**src/rmsc_defines.vh**
```
// Constants for the receive mixer and synthesizer configuration register bank
`ifndef RMSC_DEFINES_VH
`define RMSC_DEFINES_VH

// ----------------------------------------------------------------
// Register offsets
// ----------------------------------------------------------------
`define RMSC_OFS_SOFT   7'h00
`define RMSC_OFS_PWR    7'h01
`define RMSC_OFS_INT    7'h02
`define RMSC_OFS_FRAC   7'h03
`define RMSC_OFS_MOD    7'h04
`define RMSC_OFS_PUMP   7'h20
`define RMSC_OFS_PD     7'h21
`define RMSC_OFS_LO     7'h22
`define RMSC_OFS_GAIN   7'h23
`define RMSC_OFS_XFMR   7'h30
`define RMSC_OFS_MIX    7'h31
`define RMSC_OFS_PD2    7'h40
`define RMSC_OFS_NOISE  7'h42
`define RMSC_OFS_SEED   7'h43
`define RMSC_NUM_REGS   14

// ----------------------------------------------------------------
// Reset values
// ----------------------------------------------------------------
`define RMSC_RST_SOFT   16'h0000
`define RMSC_RST_PWR    16'h8b7f
`define RMSC_RST_INT    16'h0058
`define RMSC_RST_FRAC   16'h0250
`define RMSC_RST_MOD    16'h0600
`define RMSC_RST_PUMP   16'h0c26
`define RMSC_RST_PD     16'h0003
`define RMSC_RST_LO     16'h000a
`define RMSC_RST_GAIN   16'h0000
`define RMSC_RST_XFMR   16'h0000
`define RMSC_RST_MIX    16'h08ef
`define RMSC_RST_PD2    16'h0010
`define RMSC_RST_NOISE  16'h000e
`define RMSC_RST_SEED   16'h0001

// ----------------------------------------------------------------
// Implemented bit masks
// ----------------------------------------------------------------
`define RMSC_MSK_SOFT   16'h0000
`define RMSC_MSK_PWR    16'h8bbf
`define RMSC_MSK_INT    16'h0fff
`define RMSC_MSK_DIV    16'h07ff
`define RMSC_MSK_PUMP   16'h3c3f
`define RMSC_MSK_PD     16'h007f
`define RMSC_MSK_LO     16'h019f
`define RMSC_MSK_GAIN   16'h0fff
`define RMSC_MSK_XFMR   16'h00ee
`define RMSC_MSK_MIX    16'h0fef
`define RMSC_MSK_PD2    16'h007f
`define RMSC_MSK_NOISE  16'h000f
`define RMSC_MSK_SEED   16'hffff

// ----------------------------------------------------------------
// Field positions
// ----------------------------------------------------------------
`define RMSC_B_SOFT     0
`define RMSC_B_LOREG    15
`define RMSC_B_IFAMP    11
`define RMSC_B_MIXER    9
`define RMSC_B_EXTLO    8
`define RMSC_B_LODRV    7
`define RMSC_B_REFBUF   5
`define RMSC_B_OSC      4
`define RMSC_B_DIVS     3
`define RMSC_B_PUMP     2
`define RMSC_B_OSCREG   1
`define RMSC_B_MAINREG  0
`define RMSC_B_INTMODE  11
`define RMSC_F_DIV      10:0
`define RMSC_F_PCODE    13:10
`define RMSC_B_BLDIR    5
`define RMSC_F_BLEED    4:0
`define RMSC_F_REFOUT   6:4
`define RMSC_B_PDPOL    3
`define RMSC_F_REFIN    2:0
`define RMSC_F_LODRV    8:7
`define RMSC_F_LODIV    4:3
`define RMSC_F_OSCSEL   2:0
`define RMSC_B_SWPIN    11
`define RMSC_F_RFIN     10:9
`define RMSC_F_RFATT    8:5
`define RMSC_F_IFATT    4:0
`define RMSC_F_COUT     7:5
`define RMSC_F_CIN      3:1
`define RMSC_F_MBIAS    11:9
`define RMSC_F_MRDAC    8:5
`define RMSC_F_MCDAC    3:0
`define RMSC_F_PD2      6:0
`define RMSC_F_NOISE    3:0

// ----------------------------------------------------------------
// Serial frame layout
// ----------------------------------------------------------------
`define RMSC_FRAME_BITS 5'd24
`define RMSC_HDR_LAST   5'd7
`define RMSC_DATA_LAST  5'd23

`endif

```
**src/rmsc_regs.v**
```verilog
// Configuration register bank with its three-wire serial port
`timescale 1ns/10ps
`default_nettype none
`include "rmsc_defines.vh"

module rmsc_regs (
	// Clock and reset
	input  wire        i_clk,
	input  wire        i_rst,

	// Serial port pins
	input  wire        i_sclk,
	input  wire        i_cs_n,
	input  wire        i_sdio,
	output wire        o_sdio,
	output wire        o_sdio_oe,

	// Soft reset indication
	output reg         o_soft_reset,

	// Block power enables
	output wire        o_lo_regulator_power,
	output wire        o_output_amplifier_power,
	output wire        o_mixer_power,
	output wire        o_external_lo_route_power,
	output wire        o_lo_driver_power,
	output wire        o_ref_buffer_power,
	output wire        o_oscillator_power,
	output wire        o_divider_power,
	output wire        o_pump_power,
	output wire        o_oscillator_regulator_power,
	output wire        o_main_regulator_power,

	// Feedback divider
	output wire        o_div_integer_mode,
	output wire [10:0] o_feedback_integer,
	output wire [10:0] o_feedback_fraction,
	output wire [10:0] o_feedback_modulus,

	// Charge pump
	output wire [3:0]  o_pump_current_code,
	output wire        o_pump_code_legal,
	output wire        o_bleed_source,
	output wire [4:0]  o_bleed_magnitude,

	// Phase detector and reference
	output wire [2:0]  o_ref_out_select,
	output wire        o_pd_negative,
	output wire [2:0]  o_ref_in_divide,
	output wire [6:0]  o_pd_control_two,

	// LO generation
	output wire [1:0]  o_lo_drive_level,
	output wire [1:0]  o_lo_divide,
	output wire [2:0]  o_osc_select,

	// Input switch and gain
	output wire        o_switch_pin_ctl,
	output wire [1:0]  o_rf_input_select,
	output wire [3:0]  o_rf_atten,
	output wire [4:0]  o_if_atten,

	// Input transformer and mixer tuning
	output wire [2:0]  o_xfmr_cout,
	output wire [2:0]  o_xfmr_cin,
	output wire [2:0]  o_mixer_bias,
	output wire [3:0]  o_mixer_rdac,
	output wire [3:0]  o_mixer_cdac,

	// Sigma-delta noise
	output wire [3:0]  o_noise_control,
	output wire [15:0] o_noise_seed
);

	// ----------------------------------------------------------------
	// Address decode helpers
	// ----------------------------------------------------------------
	// Returns {hit, index}; unmapped offsets give hit low
	function [4:0] rmsc_index;
		input [6:0] a;
		begin
			case (a)
			`RMSC_OFS_SOFT:  rmsc_index = 5'h10;
			`RMSC_OFS_PWR:   rmsc_index = 5'h11;
			`RMSC_OFS_INT:   rmsc_index = 5'h12;
			`RMSC_OFS_FRAC:  rmsc_index = 5'h13;
			`RMSC_OFS_MOD:   rmsc_index = 5'h14;
			`RMSC_OFS_PUMP:  rmsc_index = 5'h15;
			`RMSC_OFS_PD:    rmsc_index = 5'h16;
			`RMSC_OFS_LO:    rmsc_index = 5'h17;
			`RMSC_OFS_GAIN:  rmsc_index = 5'h18;
			`RMSC_OFS_XFMR:  rmsc_index = 5'h19;
			`RMSC_OFS_MIX:   rmsc_index = 5'h1a;
			`RMSC_OFS_PD2:   rmsc_index = 5'h1b;
			`RMSC_OFS_NOISE: rmsc_index = 5'h1c;
			`RMSC_OFS_SEED:  rmsc_index = 5'h1d;
			default:         rmsc_index = 5'h00;
			endcase
		end
	endfunction

	// Bits that exist; everything else is reserved and keeps its reset value
	function [15:0] rmsc_mask;
		input [3:0] i;
		begin
			case (i)
			4'h1:    rmsc_mask = `RMSC_MSK_PWR;
			4'h2:    rmsc_mask = `RMSC_MSK_INT;
			4'h3:    rmsc_mask = `RMSC_MSK_DIV;
			4'h4:    rmsc_mask = `RMSC_MSK_DIV;
			4'h5:    rmsc_mask = `RMSC_MSK_PUMP;
			4'h6:    rmsc_mask = `RMSC_MSK_PD;
			4'h7:    rmsc_mask = `RMSC_MSK_LO;
			4'h8:    rmsc_mask = `RMSC_MSK_GAIN;
			4'h9:    rmsc_mask = `RMSC_MSK_XFMR;
			4'ha:    rmsc_mask = `RMSC_MSK_MIX;
			4'hb:    rmsc_mask = `RMSC_MSK_PD2;
			4'hc:    rmsc_mask = `RMSC_MSK_NOISE;
			4'hd:    rmsc_mask = `RMSC_MSK_SEED;
			default: rmsc_mask = `RMSC_MSK_SOFT;
			endcase
		end
	endfunction

	function [15:0] rmsc_default;
		input [3:0] i;
		begin
			case (i)
			4'h1:    rmsc_default = `RMSC_RST_PWR;
			4'h2:    rmsc_default = `RMSC_RST_INT;
			4'h3:    rmsc_default = `RMSC_RST_FRAC;
			4'h4:    rmsc_default = `RMSC_RST_MOD;
			4'h5:    rmsc_default = `RMSC_RST_PUMP;
			4'h6:    rmsc_default = `RMSC_RST_PD;
			4'h7:    rmsc_default = `RMSC_RST_LO;
			4'h8:    rmsc_default = `RMSC_RST_GAIN;
			4'h9:    rmsc_default = `RMSC_RST_XFMR;
			4'ha:    rmsc_default = `RMSC_RST_MIX;
			4'hb:    rmsc_default = `RMSC_RST_PD2;
			4'hc:    rmsc_default = `RMSC_RST_NOISE;
			4'hd:    rmsc_default = `RMSC_RST_SEED;
			default: rmsc_default = `RMSC_RST_SOFT;
			endcase
		end
	endfunction

	// Reserved bits keep their reset value whatever is written: zero everywhere
	// except bit 6 of the power register, which resets to one
	function [15:0] rmsc_merge;
		input [3:0]  i;
		input [15:0] d;
		begin
			rmsc_merge = (d & rmsc_mask(i))
			             | (rmsc_default(i) & ~rmsc_mask(i));
		end
	endfunction

	// Only the thermometer codes name a defined pump current
	function rmsc_legal;
		input [3:0] c;
		begin
			case (c)
			4'h1:    rmsc_legal = 1'b1;
			4'h3:    rmsc_legal = 1'b1;
			4'h7:    rmsc_legal = 1'b1;
			4'hf:    rmsc_legal = 1'b1;
			default: rmsc_legal = 1'b0;
			endcase
		end
	endfunction

	// ----------------------------------------------------------------
	// Serial port
	// ----------------------------------------------------------------
	wire [6:0]  addr;
	wire [15:0] wdata;
	wire        wr_stb;
	wire        rd_stb;
	reg  [15:0] rdata_q;

	rmsc_serial u_serial (
		.i_clk     (i_clk),
		.i_rst     (i_rst),
		.i_sclk    (i_sclk),
		.i_cs_n    (i_cs_n),
		.i_sdio    (i_sdio),
		.o_sdio    (o_sdio),
		.o_sdio_oe (o_sdio_oe),
		.i_rdata   (rdata_q),
		.o_addr    (addr),
		.o_wdata   (wdata),
		.o_wr_stb  (wr_stb),
		.o_rd_stb  (rd_stb)
	);

	// ----------------------------------------------------------------
	// Register storage
	// ----------------------------------------------------------------
	// Index 0 is the write-only trigger and never holds a one
	reg  [15:0] regs_q [0:`RMSC_NUM_REGS-1];
	wire [4:0]  wsel;
	wire [4:0]  rsel;
	wire        soft_hit;
	integer     k;

	// Reads and writes share the offset latched from the frame header
	assign wsel = rmsc_index(addr);
	assign rsel = rmsc_index(addr);

	// Only a one in bit 0 triggers; a zero write to 0x00 does nothing
	assign soft_hit = wr_stb && addr == `RMSC_OFS_SOFT
	                  && wdata[`RMSC_B_SOFT];

	// Soft reset reloads the same defaults as the pin reset
	always @(posedge i_clk) begin
		if (i_rst || soft_hit) begin
			for (k = 0; k < `RMSC_NUM_REGS; k = k + 1) begin
				regs_q[k] <= rmsc_default(k[3:0]);
			end
		end else if (wr_stb && wsel[4]) begin
			regs_q[wsel[3:0]] <= rmsc_merge(wsel[3:0], wdata);
		end
	end

	// The pulse lands with the reloaded defaults, one cycle after the strobe
	always @(posedge i_clk) begin
		if (i_rst) begin
			o_soft_reset <= 1'b0;
		end else begin
			o_soft_reset <= soft_hit;
		end
	end

	// ----------------------------------------------------------------
	// Read path
	// ----------------------------------------------------------------
	// Write-only soft reset and unmapped offsets both read zero
	// Stored reserved bits already hold their reset value, so no read mask
	always @(posedge i_clk) begin
		if (i_rst) begin
			rdata_q <= 16'h0000;
		end else if (rd_stb) begin
			if (rsel[4])
				rdata_q <= regs_q[rsel[3:0]];
			else
				rdata_q <= 16'h0000;
		end
	end

	// ----------------------------------------------------------------
	// Field outputs
	// ----------------------------------------------------------------
	// Bit 6 of the power register is reserved and drives no output
	assign o_lo_regulator_power         = regs_q[1][`RMSC_B_LOREG];
	assign o_output_amplifier_power     = regs_q[1][`RMSC_B_IFAMP];
	assign o_mixer_power                = regs_q[1][`RMSC_B_MIXER];
	assign o_external_lo_route_power    = regs_q[1][`RMSC_B_EXTLO];
	assign o_lo_driver_power            = regs_q[1][`RMSC_B_LODRV];
	assign o_ref_buffer_power           = regs_q[1][`RMSC_B_REFBUF];
	assign o_oscillator_power           = regs_q[1][`RMSC_B_OSC];
	assign o_divider_power              = regs_q[1][`RMSC_B_DIVS];
	assign o_pump_power                 = regs_q[1][`RMSC_B_PUMP];
	assign o_oscillator_regulator_power = regs_q[1][`RMSC_B_OSCREG];
	assign o_main_regulator_power       = regs_q[1][`RMSC_B_MAINREG];

	assign o_div_integer_mode  = regs_q[2][`RMSC_B_INTMODE];
	assign o_feedback_integer  = regs_q[2][`RMSC_F_DIV];
	assign o_feedback_fraction = regs_q[3][`RMSC_F_DIV];
	assign o_feedback_modulus  = regs_q[4][`RMSC_F_DIV];

	// Legal flag is combinational from the stored code
	assign o_pump_current_code = regs_q[5][`RMSC_F_PCODE];
	assign o_pump_code_legal   = rmsc_legal(o_pump_current_code);
	assign o_bleed_source      = regs_q[5][`RMSC_B_BLDIR];
	assign o_bleed_magnitude   = regs_q[5][`RMSC_F_BLEED];

	assign o_ref_out_select = regs_q[6][`RMSC_F_REFOUT];
	assign o_pd_negative    = regs_q[6][`RMSC_B_PDPOL];
	assign o_ref_in_divide  = regs_q[6][`RMSC_F_REFIN];
	assign o_pd_control_two = regs_q[11][`RMSC_F_PD2];

	assign o_lo_drive_level = regs_q[7][`RMSC_F_LODRV];
	assign o_lo_divide      = regs_q[7][`RMSC_F_LODIV];
	assign o_osc_select     = regs_q[7][`RMSC_F_OSCSEL];

	assign o_switch_pin_ctl  = regs_q[8][`RMSC_B_SWPIN];
	assign o_rf_input_select = regs_q[8][`RMSC_F_RFIN];
	assign o_rf_atten        = regs_q[8][`RMSC_F_RFATT];
	assign o_if_atten        = regs_q[8][`RMSC_F_IFATT];

	assign o_xfmr_cout  = regs_q[9][`RMSC_F_COUT];
	assign o_xfmr_cin   = regs_q[9][`RMSC_F_CIN];
	assign o_mixer_bias = regs_q[10][`RMSC_F_MBIAS];
	assign o_mixer_rdac = regs_q[10][`RMSC_F_MRDAC];
	assign o_mixer_cdac = regs_q[10][`RMSC_F_MCDAC];

	assign o_noise_control = regs_q[12][`RMSC_F_NOISE];
	assign o_noise_seed    = regs_q[13];

endmodule // rmsc_regs

`default_nettype wire

```
**src/rmsc_serial.v**
```verilog
// Three-wire serial slave that carries frames to and from the register bank
`timescale 1ns/10ps
`default_nettype none
`include "rmsc_defines.vh"

module rmsc_serial (
	// Clock and reset
	input  wire        i_clk,
	input  wire        i_rst,
	// Serial pins
	input  wire        i_sclk,
	input  wire        i_cs_n,
	input  wire        i_sdio,
	output wire        o_sdio,
	output wire        o_sdio_oe,
	// Register side
	input  wire [15:0] i_rdata,
	output wire [6:0]  o_addr,
	output wire [15:0] o_wdata,
	output wire        o_wr_stb,
	output wire        o_rd_stb
);

	// ----------------------------------------------------------------
	// Pin synchronisers
	// ----------------------------------------------------------------
	reg [2:0]  sclk_q;
	reg [1:0]  cs_q;
	reg [1:0]  din_q;
	reg [4:0]  cnt_q;
	reg [22:0] sh_q;
	reg [6:0]  addr_q;
	reg [15:0] wdata_q;
	reg [15:0] tx_q;
	reg        rd_q;
	reg        wr_stb_q;
	reg        rd_stb_q;
	reg        load_q;
	reg        dout_q;
	reg        oe_q;
	wire       rise;
	wire       fall;

	// Edge detection reads only the second and third stages
	assign rise = sclk_q[1] & ~sclk_q[2];
	assign fall = ~sclk_q[1] & sclk_q[2];

	// ----------------------------------------------------------------
	// Frame engine
	// ----------------------------------------------------------------
	always @(posedge i_clk) begin
		if (i_rst) begin
			sclk_q   <= 3'h0;
			cs_q     <= 2'h3;
			din_q    <= 2'h0;
			cnt_q    <= 5'h0;
			sh_q     <= 23'h0;
			addr_q   <= 7'h0;
			wdata_q  <= 16'h0000;
			tx_q     <= 16'h0000;
			rd_q     <= 1'b0;
			wr_stb_q <= 1'b0;
			rd_stb_q <= 1'b0;
			load_q   <= 1'b0;
			dout_q   <= 1'b0;
			oe_q     <= 1'b0;
		end else begin
			sclk_q   <= {sclk_q[1:0], i_sclk};
			cs_q     <= {cs_q[0], i_cs_n};
			din_q    <= {din_q[0], i_sdio};
			wr_stb_q <= 1'b0;
			rd_stb_q <= 1'b0;
			load_q   <= rd_stb_q;
			if (load_q)
				tx_q <= i_rdata;
			// Deselect aborts a short frame: nothing is written
			if (cs_q[1]) begin
				cnt_q <= 5'h0;
				rd_q  <= 1'b0;
				oe_q  <= 1'b0;
			end else begin
				if (rise && cnt_q < `RMSC_FRAME_BITS) begin
					sh_q  <= {sh_q[21:0], din_q[1]};
					cnt_q <= cnt_q + 5'h1;
					if (cnt_q == `RMSC_HDR_LAST) begin
						addr_q   <= {sh_q[5:0], din_q[1]};
						rd_q     <= sh_q[6];
						rd_stb_q <= sh_q[6];
					end
					if (cnt_q == `RMSC_DATA_LAST && !rd_q) begin
						wdata_q  <= {sh_q[14:0], din_q[1]};
						wr_stb_q <= 1'b1;
					end
				end
				// Read data leaves on falling edges once the header is in
				if (fall && rd_q) begin
					oe_q   <= 1'b1;
					dout_q <= tx_q[15];
					tx_q   <= {tx_q[14:0], 1'b0};
				end
			end
		end
	end

	assign o_sdio    = dout_q;
	assign o_sdio_oe = oe_q;
	assign o_addr    = addr_q;
	assign o_wdata   = wdata_q;
	assign o_wr_stb  = wr_stb_q;
	assign o_rd_stb  = rd_stb_q;

endmodule // rmsc_serial

`default_nettype wire
```
**config.mk**
```make
export PLATFORM = sky130hd
export DESIGN_NAME = rmsc_regs
export DESIGN_NICKNAME = d
export VERILOG_FILES = /design/src/rmsc_regs.v /design/src/rmsc_serial.v
export VERILOG_INCLUDE_DIRS = /design/src
export SDC_FILE = /design/constraint.sdc
export NUM_CORES = 1
export LEC_CHECK = 0
export BUFFER_PORTS_ARGS = -buffer_cell sky130_fd_sc_hd__buf_2
export CORE_UTILIZATION = 50
export DETAILED_ROUTE_END_ITERATION = 10
export GPL_TIMING_DRIVEN = 0
export PLACE_DENSITY = 0.71
export SYNTH_ARGS = -nofsm -noshare
export SYNTH_HDL_FRONTEND = slang
export SYNTH_SLANG_ARGS = --single-unit
```
**constraint.sdc**
```tcl
create_clock -name i_clk -period 6.5 [get_ports i_clk]
set_clock_uncertainty 0.15 [all_clocks]
set_input_delay 0.325 -clock i_clk [delete_from_list [all_inputs] [get_ports i_clk]]
set_output_delay 0.325 -clock i_clk [all_outputs]
set_load 0.005 [all_outputs]
```
# --- Word-level counts from Yosys, hierarchy flattened ---
# Memory sizes are Yosys's and may differ from the RTL's.
# Cells that the tools add are included.
word_totals:
  memories: 4
  rom_bits: 720
  out_inout_bits: 129
  mem_bits_rw: 224
  inputBits: 5
  register_bits: 89
op_classes:
  n_addsub: 1
  eq_ne: 19
  bitwise: 11
  order_cmp: 1
  mux: 33
  n_reduce_logical: 19
mem_list:
  columns: ["memory", "words", "width", "read_ports", "rd_ports_with_merged_regs", "write_ports", "line_no", "rtl"]
  rows:
  - ["(no name shown)", 16, 16, 1, 0, 0, "rmsc_regs.v:106", "case (i)"]
  - ["(no name shown)", 16, 16, 1, 0, 0, "rmsc_regs.v:106", null]
  - ["regs_q", 14, 16, 14, 0, 14, "rmsc_regs.v:200", "reg [15:0] regs_q [0:`RMSC_NUM_REGS-1];"]
  - ["(no name shown)", 16, 13, 1, 0, 0, "rmsc_regs.v:128", "case (i)"]
ops:
  columns: ["operator", "count"]
  rows:
  - ["two-way mux 16 bit", 23]
  - ["case mux 5 bit (14 select lines)", 1]
  - ["== test 7 x 6 -> 1 bit (second input constant)", 6]
  - ["bitwise AND 16 bit", 2]
  - ["== test 7 bit (second input constant)", 3]
  - ["inverter 16 bit", 1]
  - ["bitwise OR 16 bit", 1]
  - ["OR reduction 16 bit", 1]
  - ["== test 7 x 2 -> 1 bit (second input constant)", 2]
  - ["two-way mux 1 bit", 8]
  - ["OR reduction 4 bit", 2]
  - ["== test 7 x 1 -> 1 bit (second input constant)", 1]
  - ["== test 7 x 3 -> 1 bit (second input constant)", 1]
  - ["logical NOT 7 bit", 1]
  - ["logical AND 1 bit", 6]
  - ["AND reduction 2 bit", 3]
  - ["AND reduction 3 bit", 2]
  - ["adder 5 x 1 -> 5 bit (second input constant)", 1]
  - ["== test 5 x 3 -> 1 bit (second input constant)", 1]
  - ["== test 5 bit (second input constant)", 1]
  - ["less-than comparator 5 bit (second input constant)", 1]
  - ["inverter 1 bit", 5]
  - ["== test 4 x 1 -> 1 bit (second input constant)", 1]
  - ["== test 4 x 2 -> 1 bit (second input constant)", 1]
  - ["8 further kinds", 9]

# --- Logic depth before layout (Yosys ltp) ---
# Gate-level depths: netlist of the first run.
depth:
  ltp_word: 9
  mapped_depth: 13

# --- Cells and area by module ---
# Synthesis of the first run repeated with hierarchy kept, for this count alone.
unflattened:
  cells_unflattened: 1403
  hier_area_um2: 15021.9
modules_own_cells:
  columns: ["module", "seq_area_each_um2", "area_per_inst_um2", "cells_per_inst", "n_inst"]
  rows:
  - ["rmsc_regs", 7156.9, 12151.7, 1141, 1]
  - ["rmsc_serial", 1441.4, 2870.3, 262, 1]

# --- Worst setup path before layout of the first run ---
# Ideal clock, no wire load.
synth_path:
  path_kind: "reg-to-reg"
  start: "reg u_serial.addr_q[6], in the netlist u_serial.o_addr[6]"
  end: "mem regs_q[13][0] (enable)"
  setup_slack_ns: 2.851
  arrival_ns: 3.127
  synth_period_minus_slack_ns: 3.649
  setup_time_ns: 0.372
  stages_incl_launch_ff: 13
  n_path_buf: 4
  path_cell_list: "dfxtp_1 -> nor3b_1 -> o21ai_1 -> a21oi_4 -> buf_4 -> buf_2 -> ha_1 -> clkbuf_1 -> inv_1 -> nor3_2 -> nand2_1 -> clkbuf_1 -> nand2_1"
synth_rtl:
  columns: ["item", "line_no", "rtl"]
  rows:
  - ["start, declared", "rmsc_serial.v:32", "reg [6:0] addr_q;"]
  - ["start signal, assigned", "rmsc_serial.v:86", "addr_q <= {sh_q[5:0], din_q[1]};"]
  - ["end, declared", "rmsc_regs.v:200", null]

==> reports/metrics.sh, run 1 <==
OUTCOME='finished, final reports clean'
PLACE.GP.CONGESTION=0.949
CRITPATHARRIVALTIME_NS=5.26
CRITPATHREQUIREDTIME_NS=6.60
ENDPOINT_KIND='flop'
POST_SYNTH_INSTANCE_AREA_UM2=15000
LARGEST_NET_DEGREE_AT_THE_START_OF_GLOBAL_ROUTING=17
RSZ0062_AT_GRT='no'
WIRE_LENGTH_OF_THE_FIRST_GLOBAL_ROUTING_PASS_MM=71.5
MAIN_FLOP_TYPE_AFTER_SYNTHESIS='sky130_fd_sc_hd__edfxtp_1'
TIGHTEST_SLEW_NS=1.37
DIE_H_UM=175
IR_DROP_uV=212
ANT_NETS=0
DIE_X_UM=175
FINAL-INSTANCE-COUNT-EXCL-FILL=1992
WORSTSETUPSTARTPOINTTYPE='flop'
PART_OF_THE_POWER_IN_REGISTERS_PCT=51.1
VIAS_PER_CELL=5.91
ROUTED_WIRE_LENGTH_PER_INSTANCE_UM=24.8
MOSTFREQUENTLAYOUTCELLS='230 x sky130_fd_sc_hd__nor2_1, 224 x sky130_fd_sc_hd__edfxtp_1, 163 x sky130_fd_sc_hd__buf_2'
POWER.NET_SWITCHING_mW=0.885
COMB_POWER_SHARE_PCT=2.5
NUMPLACEDINSTANCES=1926
SWITCHING_PART_OF_THE_TOTAL_PCT=20.5
DRT-PASS1-ITER-COUNT=6
NETS=1591
CRIT_PATH_MAX_FANOUT=12
SYNTH-EDFF-COUNT=224
CLOCK-SINKS=313
POST-ROUTE-PERIOD-UTIL_PCT=79.4
DRTITER0DRC=1603
STANDBY_LEAKAGE_POWER_nW=6.48
DIE_AREA_UM2=30700
POWER-PER-CELL-AREA_nW_PER_UM2=247
FMAX_MHz=194
DRV.MAX_CAP_VIOLATION_COUNT=0
SETUP_VIOL=0
ANTENNA_CELLS_INSERTED=0
SETUP_TNS_NS=0
CTS_ROOT_BUF='sky130_fd_sc_hd__clkbuf_16'
CLK_PATH_BUF_DEPTH=3
WORSTHOLDPATHTYPE='primary input to flop'
LAYOUT_COMMONEST_CELL='sky130_fd_sc_hd__nor2_1'
CORE_OUTLINE_AREA_UM2=29600
POWER_FRAC_CLOCK_PCT=46.5
OVERFLOW=0
IO_BUFFERS=133
PLACEMENTROWS=63
TRITONCTS.NUM_BUFFERS=35
POSTSYNTHAREAPERCELL_UM2=11.0
TIMING.SLEW.HEADROOM_PCT=6.24
POST_ROUTE_CELLS_DRIVE_ABOVE_1_SHARE_PCT=24.1
GROUTE.USAGE.OVERALL_PCT=32.3
SLEW_VIOLATIONS=0
DRT_WL_TOTAL_MM=49.3
CLOCK_TREE_FROM_TRITONCTS='built'
CRITPATHKIND='flop to flop'
P_INT_mW=3.43
YOSYSSEQAREASHARE_PCT=56.7
DRC=0
INITIAL_UTILIZATION_PCT=50.8
ANTENNA_FOUND_INITIAL=0
POSTCTSSETUPBUFFERS=0
ROUTED-VIA-COUNT=11800
DESIGN.PORTCOUNT=134
POST_SYNTH_NUM_CELL_TYPES=79
POST_SYNTH_INST_COUNT=1366
SYNTH_ASYNC_SR_FLOP_SHARE_PCT=0
HPWL_MM=36.3
FINAL_PERIOD_MINUS_WORST_SETUP_SLACK_NS=5.16
HTREEDEPTH=2
TIMING.FINAL.HOLD_VIOLATIONS=0
YOSYSWARNINGCOUNT=0
SYN_TO_FINAL_GROWTH_PCT=16.6
YS_FF_LATCH=313
FIRST_GLOBAL_VIAS=11000
CLKTRANSATPATHREGS_NS=0.06
WORST_SKEW_PAIR.LATE_LATENCY_NS=0.53
-- per-stage QoR --
step,instance area [µm²],hold WS (ns),power (mW),setup WS [ns],util (%)
finish,17500,0.0666,4.32,1.34,59.2
global route,17500,0.113,4.41,1.11,59.2
CTS,17500,0.0676,4.32,1.48,59.2
detailed placement,16300,0.252,2.35,1.52,55.1
global placement,16300,0.251,2.35,1.52,55.1
floorplan,15100,0.239,2.30,2.85,-
-- sequential cells by signal (all words and copies together) (netlist names), 2 cells and up --
name,flops
u_serial.o_wdata,16
u_serial.sh_q,15
u_serial.din_q,2
u_serial.cs_q,2
u_serial.sclk_q,3
u_serial.cnt_q,5
u_serial.o_addr,7
rdata_q,16
regs_q,224
u_serial.tx_q,16
-- power by group through the flow --
stage | Combinational [mW] | Sequential (mW) | Clock (mW)
2_1_floorplan | 0.0629 | 2.24 | 0
3_3_place_gp | 0.102 | 2.24 | 0
3_5_place_dp | 0.103 | 2.25 | 0
4_1_cts | 0.105 | 2.20 | 2.01
5_1_grt | 0.115 | 2.21 | 2.09
6_report | 0.106 | 2.20 | 2.01
-- path summary, 6_finish.rpt --
kind | start | endpoint | slack, ns | cells past startpoint
worst min register to register | u_serial.cs_q[0] | u_serial.cs_q[1] | 0.26 | 1
worst max-delay path | u_serial.o_addr[6] | regs_q[8][6] | 1.34 | 13
worst max register to register | u_serial.o_addr[6] | regs_q[8][6] | 1.34 | 13
worst min-delay path | i_rst | o_soft_reset | 0.07 | 3
-- worst max-delay path, stage by stage (launching register included) --
cell and delay, ns:
sky130_fd_sc_hd__dfxtp_1 0.41, sky130_fd_sc_hd__nor3b_1 0.34, sky130_fd_sc_hd__o21ai_1 0.24, sky130_fd_sc_hd__a21oi_4 0.42, sky130_fd_sc_hd__buf_4 0.34, sky130_fd_sc_hd__buf_2 0.43, sky130_fd_sc_hd__ha_1 0.21, sky130_fd_sc_hd__clkbuf_1 0.45
sky130_fd_sc_hd__inv_1 0.22, sky130_fd_sc_hd__a31oi_1 0.43, sky130_fd_sc_hd__a221oi_2 0.14, sky130_fd_sc_hd__mux2i_2 0.68, sky130_fd_sc_hd__buf_4 0.36, sky130_fd_sc_hd__nor2_1 0.08
-- timing repair --
action / 4_1_cts / 5_1_grt
endpoints found under the hold margin: 3 / 0
resized for setup: 0 / 0
hold buffers: 3 / 0
-- area by class of cell --
cell class | instances | area, µm²
fill | 2489 | 12100
sequential | 313 | 8510
multi-input combinational | 886 | 5420
buffer | 190 | 1160
clock buffer | 52 | 1020
timing repair buffer | 136 | 696
tap | 390 | 488
clock inverter | 11 | 141
inverter | 14 | 52.6
-- cells in the mapped netlist (4+ instances only) --
master	n	area share, %
sky130_fd_sc_hd__a2111oi_0	7	0.41
sky130_fd_sc_hd__a211oi_1	23	1.2
sky130_fd_sc_hd__a21oi_1	65	2.2
sky130_fd_sc_hd__a21oi_2	6	0.35
sky130_fd_sc_hd__a221o_1	15	1.0
sky130_fd_sc_hd__a221oi_1	13	0.76
sky130_fd_sc_hd__a32o_1	6	0.40
sky130_fd_sc_hd__and2_1	9	0.38
sky130_fd_sc_hd__and3_1	12	0.50
sky130_fd_sc_hd__buf_2	30	1.0
sky130_fd_sc_hd__buf_4	102	5.1
sky130_fd_sc_hd__buf_6	4	0.30
sky130_fd_sc_hd__clkbuf_1	53	1.3
sky130_fd_sc_hd__dfxtp_1	89	12
sky130_fd_sc_hd__edfxtp_1	224	45
sky130_fd_sc_hd__ha_1	10	0.83
sky130_fd_sc_hd__inv_1	11	0.28
sky130_fd_sc_hd__mux2_2	22	1.7
sky130_fd_sc_hd__mux2i_1	101	6.7
sky130_fd_sc_hd__nand2_1	121	3.0
sky130_fd_sc_hd__nand2b_1	7	0.29
sky130_fd_sc_hd__nand3_1	27	0.90
sky130_fd_sc_hd__nand3b_1	4	0.20
sky130_fd_sc_hd__nand4_1	13	0.54
sky130_fd_sc_hd__nor2_1	230	5.8
sky130_fd_sc_hd__nor2b_1	8	0.33
sky130_fd_sc_hd__nor3_1	29	0.97
sky130_fd_sc_hd__nor3_2	7	0.47
sky130_fd_sc_hd__o211a_1	7	0.47
sky130_fd_sc_hd__o211ai_1	4	0.20
sky130_fd_sc_hd__o21ai_0	12	0.40
sky130_fd_sc_hd__o21ai_1	8	0.27
sky130_fd_sc_hd__o31ai_1	11	0.55
sky130_fd_sc_hd__or2_2	8	0.33
-- metal layers --
metal | up-vias | GRT usage, % | share of wire (%)
met1 | 5690 | 44.0 | 40
met5 | - | 0 | 0
met3 | 130 | 8.62 | 12
met2 | 729 | 47.6 | 43
met4 | 0 | 15.5 | 5.2
li1 | 5230 | - | -
-- logic make-up after synthesis --
group	share of synthesized area [%]
AO/OA/AOI/OAI	10.5
buffers and inverters	8.11
adder cells (fa/ha/maj)	0.834
XOR/XNOR	0.292
flip-flops	56.7
multiplexers	8.48
AND/OR/NAND/NOR	15.0
other	0.0250
(Power assumes the default switching activity.)
==> run 2, diff against run 1 <==
Clock period 6.5 ns to 5 ns, I/O delays scaled along.
==> run 2 against run 1 <==
Flip-flop and latch count unchanged. Combinational power increased by 31%. Global-route usage about the same. Power increased by 30%.
==> reports/metrics.sh, run 2 (same netlist as run 1, synthesis figures left out) <==
PLACEMENTROWS=63
INITIAL_UTILIZATION_PCT=50.8
TIMING.RR.START='u_serial.o_addr[6]'
DIE_X_UM=175
WIRE_LENGTH_OF_THE_FIRST_GLOBAL_ROUTING_PASS_MM=71.6
WORST_SKEW_PAIR.LATE_LATENCY_NS=0.53
CORE_OUTLINE_AREA_UM2=29600
FLIP_FLOP_COUNT_OF_THE_LARGEST_REGISTER_AFTER_LAYOUT=224
POST-ROUTE-PERIOD-UTIL_PCT=94.9
CLOCK_TREE_FROM_TRITONCTS='built'
RRSETUPSLACK_NS=0.26
CRITPATHREQUIREDTIME_NS=5.10
GROUTE.USAGE.OVERALL_PCT=32.2
IR_DROP_uV=278
PLACED_CELL_AREA_UM2=16300
ENDPOINT_KIND='flop'
POWER-PER-CELL-AREA_nW_PER_UM2=320
WHS_PATH_DEPTH=1
POSTCTSSETUPBUFFERS=0
WORST_HOLD_STARTPOINT='u_serial.cs_q[0]'
PLACE_WORST_SETUP_SLACK_NS=0.0222
SETUP.WORST_PATH.START='u_serial.o_addr[6]'
DRT_WL_TOTAL_MM=49.3
DRTITER0DRC=1602
CLK_PATH_BUF_DEPTH=3
ANTENNA_CELLS_INSERTED=0
CRIT_PATH_MAX_FANOUT=12
NUMPLACEDINSTANCES=1926
CLOCK-SINKS=313
DIE_H_UM=175
CTS_ROOT_BUF='sky130_fd_sc_hd__clkbuf_16'
R2R_CELLS=12
DESIGN.PORTCOUNT=134
FINALPOWER_mW=5.60
WORSTSETUPSTARTPOINTTYPE='flop'
CRITPATHARRIVALTIME_NS=4.84
RSZ0062_AT_GRT='no'
TIGHTEST_SLEW_NS=1.40
FMAX_MHz=211
FIRST_GLOBAL_VIAS=11000
IO_BUFFERS=133
OUTCOME='finished, final reports clean'
CLKTRANSATPATHREGS_NS=0.06
TIMING.FINAL.HOLD_VIOLATIONS=0
HPWL_MM=36.3
DRV.MAX_CAP_VIOLATION_COUNT=0
POST_ROUTE_CELLS_DRIVE_ABOVE_1_SHARE_PCT=24.2
DIE_AREA_UM2=30700
REGMOSTFLOPS='regs_q'
LARGEST_NET_DEGREE_AT_THE_START_OF_GLOBAL_ROUTING=17
FINALHOLDWORSTSLACK_NS=0.260
LAYOUT_COMMONEST_CELL='sky130_fd_sc_hd__nor2_1'
UTILIZATION_PCT=59.2
MOSTFREQUENTLAYOUTCELLS='230 x sky130_fd_sc_hd__nor2_1, 224 x sky130_fd_sc_hd__edfxtp_1, 163 x sky130_fd_sc_hd__buf_2'
DRC=0
CRIT-REG2REG-CAPTURE='regs_q[8][6]'
SETUP_TNS_NS=0
FINISH.INSTANCE_AREA_UM2=17500
CRITPATHKIND='flop to flop'
WORSTHOLDPATHTYPE='flop to flop'
ANT_NETS=0
OVERFLOW=0
VIAS_PER_CELL=5.93
ROUTED_WIRE_LENGTH_PER_INSTANCE_UM=24.7
PLACE.GP.CONGESTION=0.949
POSTLAYOUTSETUPSLACKWORST_NS=0.257
CP-ENDPOINT='regs_q[8][6]'
FINAL-INSTANCE-COUNT-EXCL-FILL=1992
FINAL_PERIOD_MINUS_WORST_SETUP_SLACK_NS=4.74
SLEW_VIOLATIONS=0
NETS=1591
ROUTED-VIA-COUNT=11800
HTREEDEPTH=2
DRT-PASS1-ITER-COUNT=6
STANDBY_LEAKAGE_POWER_nW=6.49
TRITONCTS.NUM_BUFFERS=35
SYN_TO_FINAL_GROWTH_PCT=16.7
ANTENNA_FOUND_INITIAL=0
SETUP_VIOL=0
TIMING.SLEW.HEADROOM_PCT=3.99
-- run 2: timing repair --
item / 4_1_cts / 5_1_grt
setup endpoints to repair: 4 / 25
resized for setup: 2 / 1
hold endpoints to repair: 4 / 0
hold buffers: 4 / 0
-- run 2: cell type report --
cell class / instances / area [µm²]
fillers: 2493 / 12000
flip-flops and latches: 313 / 8510
multi-input cells: 886 / 5430
plain buffers: 189 / 1160
clock buffers: 52 / 1020
repair buffers: 137 / 706
well taps: 390 / 488
clock inverters: 11 / 141
inverters: 14 / 52.6
-- run 2: worst max-delay path: stages, from the launching register on --
cell and delay, ns:
sky130_fd_sc_hd__dfxtp_1 0.41, sky130_fd_sc_hd__nor3b_1 0.34, sky130_fd_sc_hd__o21ai_1 0.25, sky130_fd_sc_hd__a21oi_4 0.42, sky130_fd_sc_hd__buf_4 0.34, sky130_fd_sc_hd__buf_2 0.42
sky130_fd_sc_hd__ha_1 0.52, sky130_fd_sc_hd__inv_1 0.20, sky130_fd_sc_hd__a31oi_1 0.41, sky130_fd_sc_hd__a221oi_2 0.17, sky130_fd_sc_hd__mux2i_4 0.45, sky130_fd_sc_hd__buf_4 0.32
sky130_fd_sc_hd__nor2_1 0.08
-- run 2: metal layers --
metal  up-vias  GRT usage [%]  part of all wire, %
li1       5229              -                    -
met1      5723           44.2                   40
met2       740           47.8                   43
met3       128           8.07                   12
met4         0           15.5                  5.2
met5         -              0                    0
-- run 2: power by group --
group	leakage [nW]	switching, mW	internal (mW)	total, mW
sequential	2.87	0.0295	2.84	2.87
combinational	3.05	0.0857	0.0529	0.139
clock	0.569	1.02	1.57	2.59
-- run 2: worst min-delay path by stage --
| stage | to | slack [ns] |
|---|---|---|
| 2_1_floorplan | u_serial.cs_q[0] | 0.20 |
| 3_3_place_gp | u_serial.cs_q[1] | 0.25 |
| 3_5_place_dp | u_serial.cs_q[1] | 0.25 |
| 4_1_cts | u_serial.cs_q[1] | 0.27 |
| 5_1_grt | u_serial.cs_q[1] | 0.29 |
| 6_report | u_serial.cs_q[1] | 0.26 |
==> run 3, diff against run 2 <==
Settings changed: CORE_ASPECT_RATIO from default to 0.8.
==> run 3 against run 2 <==
Hold slack better by 0.0090 ns. Via count is 0.49% lower. Fmax decreased by 0.51%. Combinational power hardly changed. Final area is 0.31% lower. Final cell count down 0.55%. Largest power group unchanged. Routed wire length is 1.0% higher. Die area is essentially flat. Worst setup slack worse by 0.024 ns.
==> reports/metrics.sh, run 3 (same netlist as run 1, synthesis figures left out) <==
R2R_CELLS=13
POWER_FRAC_CLOCK_PCT=45.6
CLOCK-SINKS=313
OUTCOME='finished, final reports clean'
ENDPOINT_KIND='flop'
CLOCK_TREE_FROM_TRITONCTS='built'
DIE_H_UM=157
DIE_X_UM=196
AREA.SEQUENTIAL_UM2=8510
DRC=0
CRITPATHREQUIREDTIME_NS=5.10
ANT_NETS=0
CLK_PATH_BUF_DEPTH=3
DIE_AREA_UM2=30700
FMAX_MHz=210
FIRST_GLOBAL_VIAS=10700
TRITONCTS.NUM_BUFFERS=34
NETS=1592
PLACE_WORST_SETUP_SLACK_NS=0.0184
STANDBY_LEAKAGE_POWER_nW=6.47
OVERFLOW=0
IO_BUFFERS=133
IR_DROP_uV=245
SETUP.WORST_PATH.START='u_serial.o_addr[6]'
DRV.MAX_CAP_VIOLATION_COUNT=0
ANTENNA_FOUND_INITIAL=4
HPWL_MM=36.9
WHS_PATH_DEPTH=1
POSTLAYOUTSETUPSLACKWORST_NS=0.233
RSZ0062_AT_GRT='no'
CRIT_PATH_MAX_FANOUT=12
SLEW_VIOLATIONS=0
WORST_SKEW_PAIR.LATE_LATENCY_NS=0.52
FINAL_PERIOD_MINUS_WORST_SETUP_SLACK_NS=4.77
ROUTED_WIRE_LENGTH_PER_INSTANCE_UM=25.1
CTS_ROOT_BUF='sky130_fd_sc_hd__clkbuf_16'
ROUTED-VIA-COUNT=11800
DRT_WL_TOTAL_MM=49.8
PLACEMENTROWS=56
WORSTHOLDPATHTYPE='flop to flop'
FINALPOWER_mW=5.53
UTILIZATION_PCT=59.3
MOSTFREQUENTLAYOUTCELLS='230 x sky130_fd_sc_hd__nor2_1, 224 x sky130_fd_sc_hd__edfxtp_1, 164 x sky130_fd_sc_hd__buf_2'
SETUP_VIOL=0
HTREEDEPTH=2
POWER.NET_SWITCHING_mW=1.19
PART_OF_THE_POWER_IN_REGISTERS_PCT=51.8
CRITPATHKIND='flop to flop'
COMB_POWER_SHARE_PCT=2.5
MULTI_INPUT_AREA_UM2=5440
PLACE.GP.CONGESTION=0.993
TIMING.FINAL.HOLD_VIOLATIONS=0
SYN_TO_FINAL_GROWTH_PCT=16.3
DESIGN.PORTCOUNT=134
TIGHTEST_SLEW_NS=1.29
DRT-PASS1-ITER-COUNT=6
TIMING.SLEW.HEADROOM_PCT=11.8
WORSTSETUPSTARTPOINTTYPE='flop'
WORST_HOLD_STARTPOINT='u_serial.cs_q[0]'
P_INT_mW=4.34
FLIP_FLOP_COUNT_OF_THE_LARGEST_REGISTER_AFTER_LAYOUT=224
INITIAL_UTILIZATION_PCT=51.0
POWER-PER-CELL-AREA_nW_PER_UM2=317
REGMOSTFLOPS='regs_q'
DRTITER0DRC=1348
VIAS_PER_CELL=5.94
FINISH.INSTANCE_AREA_UM2=17500
GROUTE.USAGE.OVERALL_PCT=32.3
POST_ROUTE_CELLS_DRIVE_ABOVE_1_SHARE_PCT=24.5
TIMING.RR.START='u_serial.o_addr[6]'
CORE_OUTLINE_AREA_UM2=29400
LARGEST_NET_DEGREE_AT_THE_START_OF_GLOBAL_ROUTING=17
CLKTRANSATPATHREGS_NS=0.06
SWITCHING_PART_OF_THE_TOTAL_PCT=21.5
CRITPATHARRIVALTIME_NS=4.87
PLACED_CELL_AREA_UM2=16300
LAYOUT_COMMONEST_CELL='sky130_fd_sc_hd__nor2_1'
POST-ROUTE-PERIOD-UTIL_PCT=95.3
WIRE_LENGTH_OF_THE_FIRST_GLOBAL_ROUTING_PASS_MM=70.7
FILLCELLCOUNT=2509
-- run 3: cell count changes in the layout (fill, tap and decap cells not counted), moves of 2 or more --
cell and change:
sky130_fd_sc_hd__clkbuf_1 -7, sky130_fd_sc_hd__clkbuf_8 -6, sky130_fd_sc_hd__clkinv_2 +6, sky130_fd_sc_hd__clkinv_1 +3
sky130_fd_sc_hd__clkinvlp_4 +2
-- run 3: final timing paths --
path / to / slack, ns
worst max-delay path: regs_q[10][6] / 0.23
worst min-delay path: u_serial.cs_q[1] / 0.27
worst min register to register: u_serial.cs_q[1] / 0.27
worst max register to register: regs_q[10][6] / 0.23
-- run 3: power groups by stage --
stage,clock network [mW],registers [mW],logic [mW]
after floorplan,0,2.91,0.0818
after global placement,0,2.92,0.133
after detailed placement,0,2.92,0.135
after CTS,2.53,2.86,0.139
after global routing,2.64,2.87,0.153
final,2.52,2.87,0.140
-- run 3: metal layers --
metal  vias up  track usage [%]  part of all wire, %
li1       5228                -                    -
met1      5703             45.3                   41
met2       736             46.1                   41
met3        93             12.7                   15
met4         2             9.34                  3.0
met5         -                0                0.036
-- run 3: through the flow --
| step | cells | setup TNS (ns) | hold slack (ns) |
|---|---|---|---|
| 3_5_place_dp | 1914 | 0 | 0.258 |
| 4_1_cts | 1980 | 0 | 0.275 |
| 6_report | 1981 | 0 | 0.269 |
| 5_1_grt | 1980 | 0 | 0.284 |
| 2_1_floorplan | 1403 | 0 | 0.204 |
| 3_3_place_gp | 1913 | -0.769 | 0.247 |
-- run 3: final cells by class --
class                      count  area share [%]
sequential                   313            48.7
multi-input combinational    886            31.2
buffer                       190            6.67
clock buffer                  37            5.06
timing repair buffer         138            4.07
tap                          377            2.70
clock inverter                25            1.28
inverter                      14           0.301
antenna                        1          0.0143
-- run 3: timing repair --
action / in CTS / in global routing
hold endpoints to repair: 4 / 0
buffers inserted: 0 / 0
hold buffers: 4 / 0
setup endpoints to repair: 16 / 30
gates resized for setup: 1 / 3
-- run 3: critical path, cell delays in order, from the launching register on --
cell                       delay [ns]
sky130_fd_sc_hd__dfxtp_1         0.36
sky130_fd_sc_hd__buf_4           0.20
sky130_fd_sc_hd__o32a_1          0.43
sky130_fd_sc_hd__a21oi_4         0.41
sky130_fd_sc_hd__buf_4           0.35
sky130_fd_sc_hd__buf_2           0.41
sky130_fd_sc_hd__ha_1            0.21
sky130_fd_sc_hd__clkbuf_1        0.36
sky130_fd_sc_hd__inv_1           0.20
sky130_fd_sc_hd__a31oi_1         0.42
sky130_fd_sc_hd__a221oi_2        0.15
sky130_fd_sc_hd__mux2i_4         0.43
sky130_fd_sc_hd__buf_4           0.32
sky130_fd_sc_hd__nand2_1         0.08
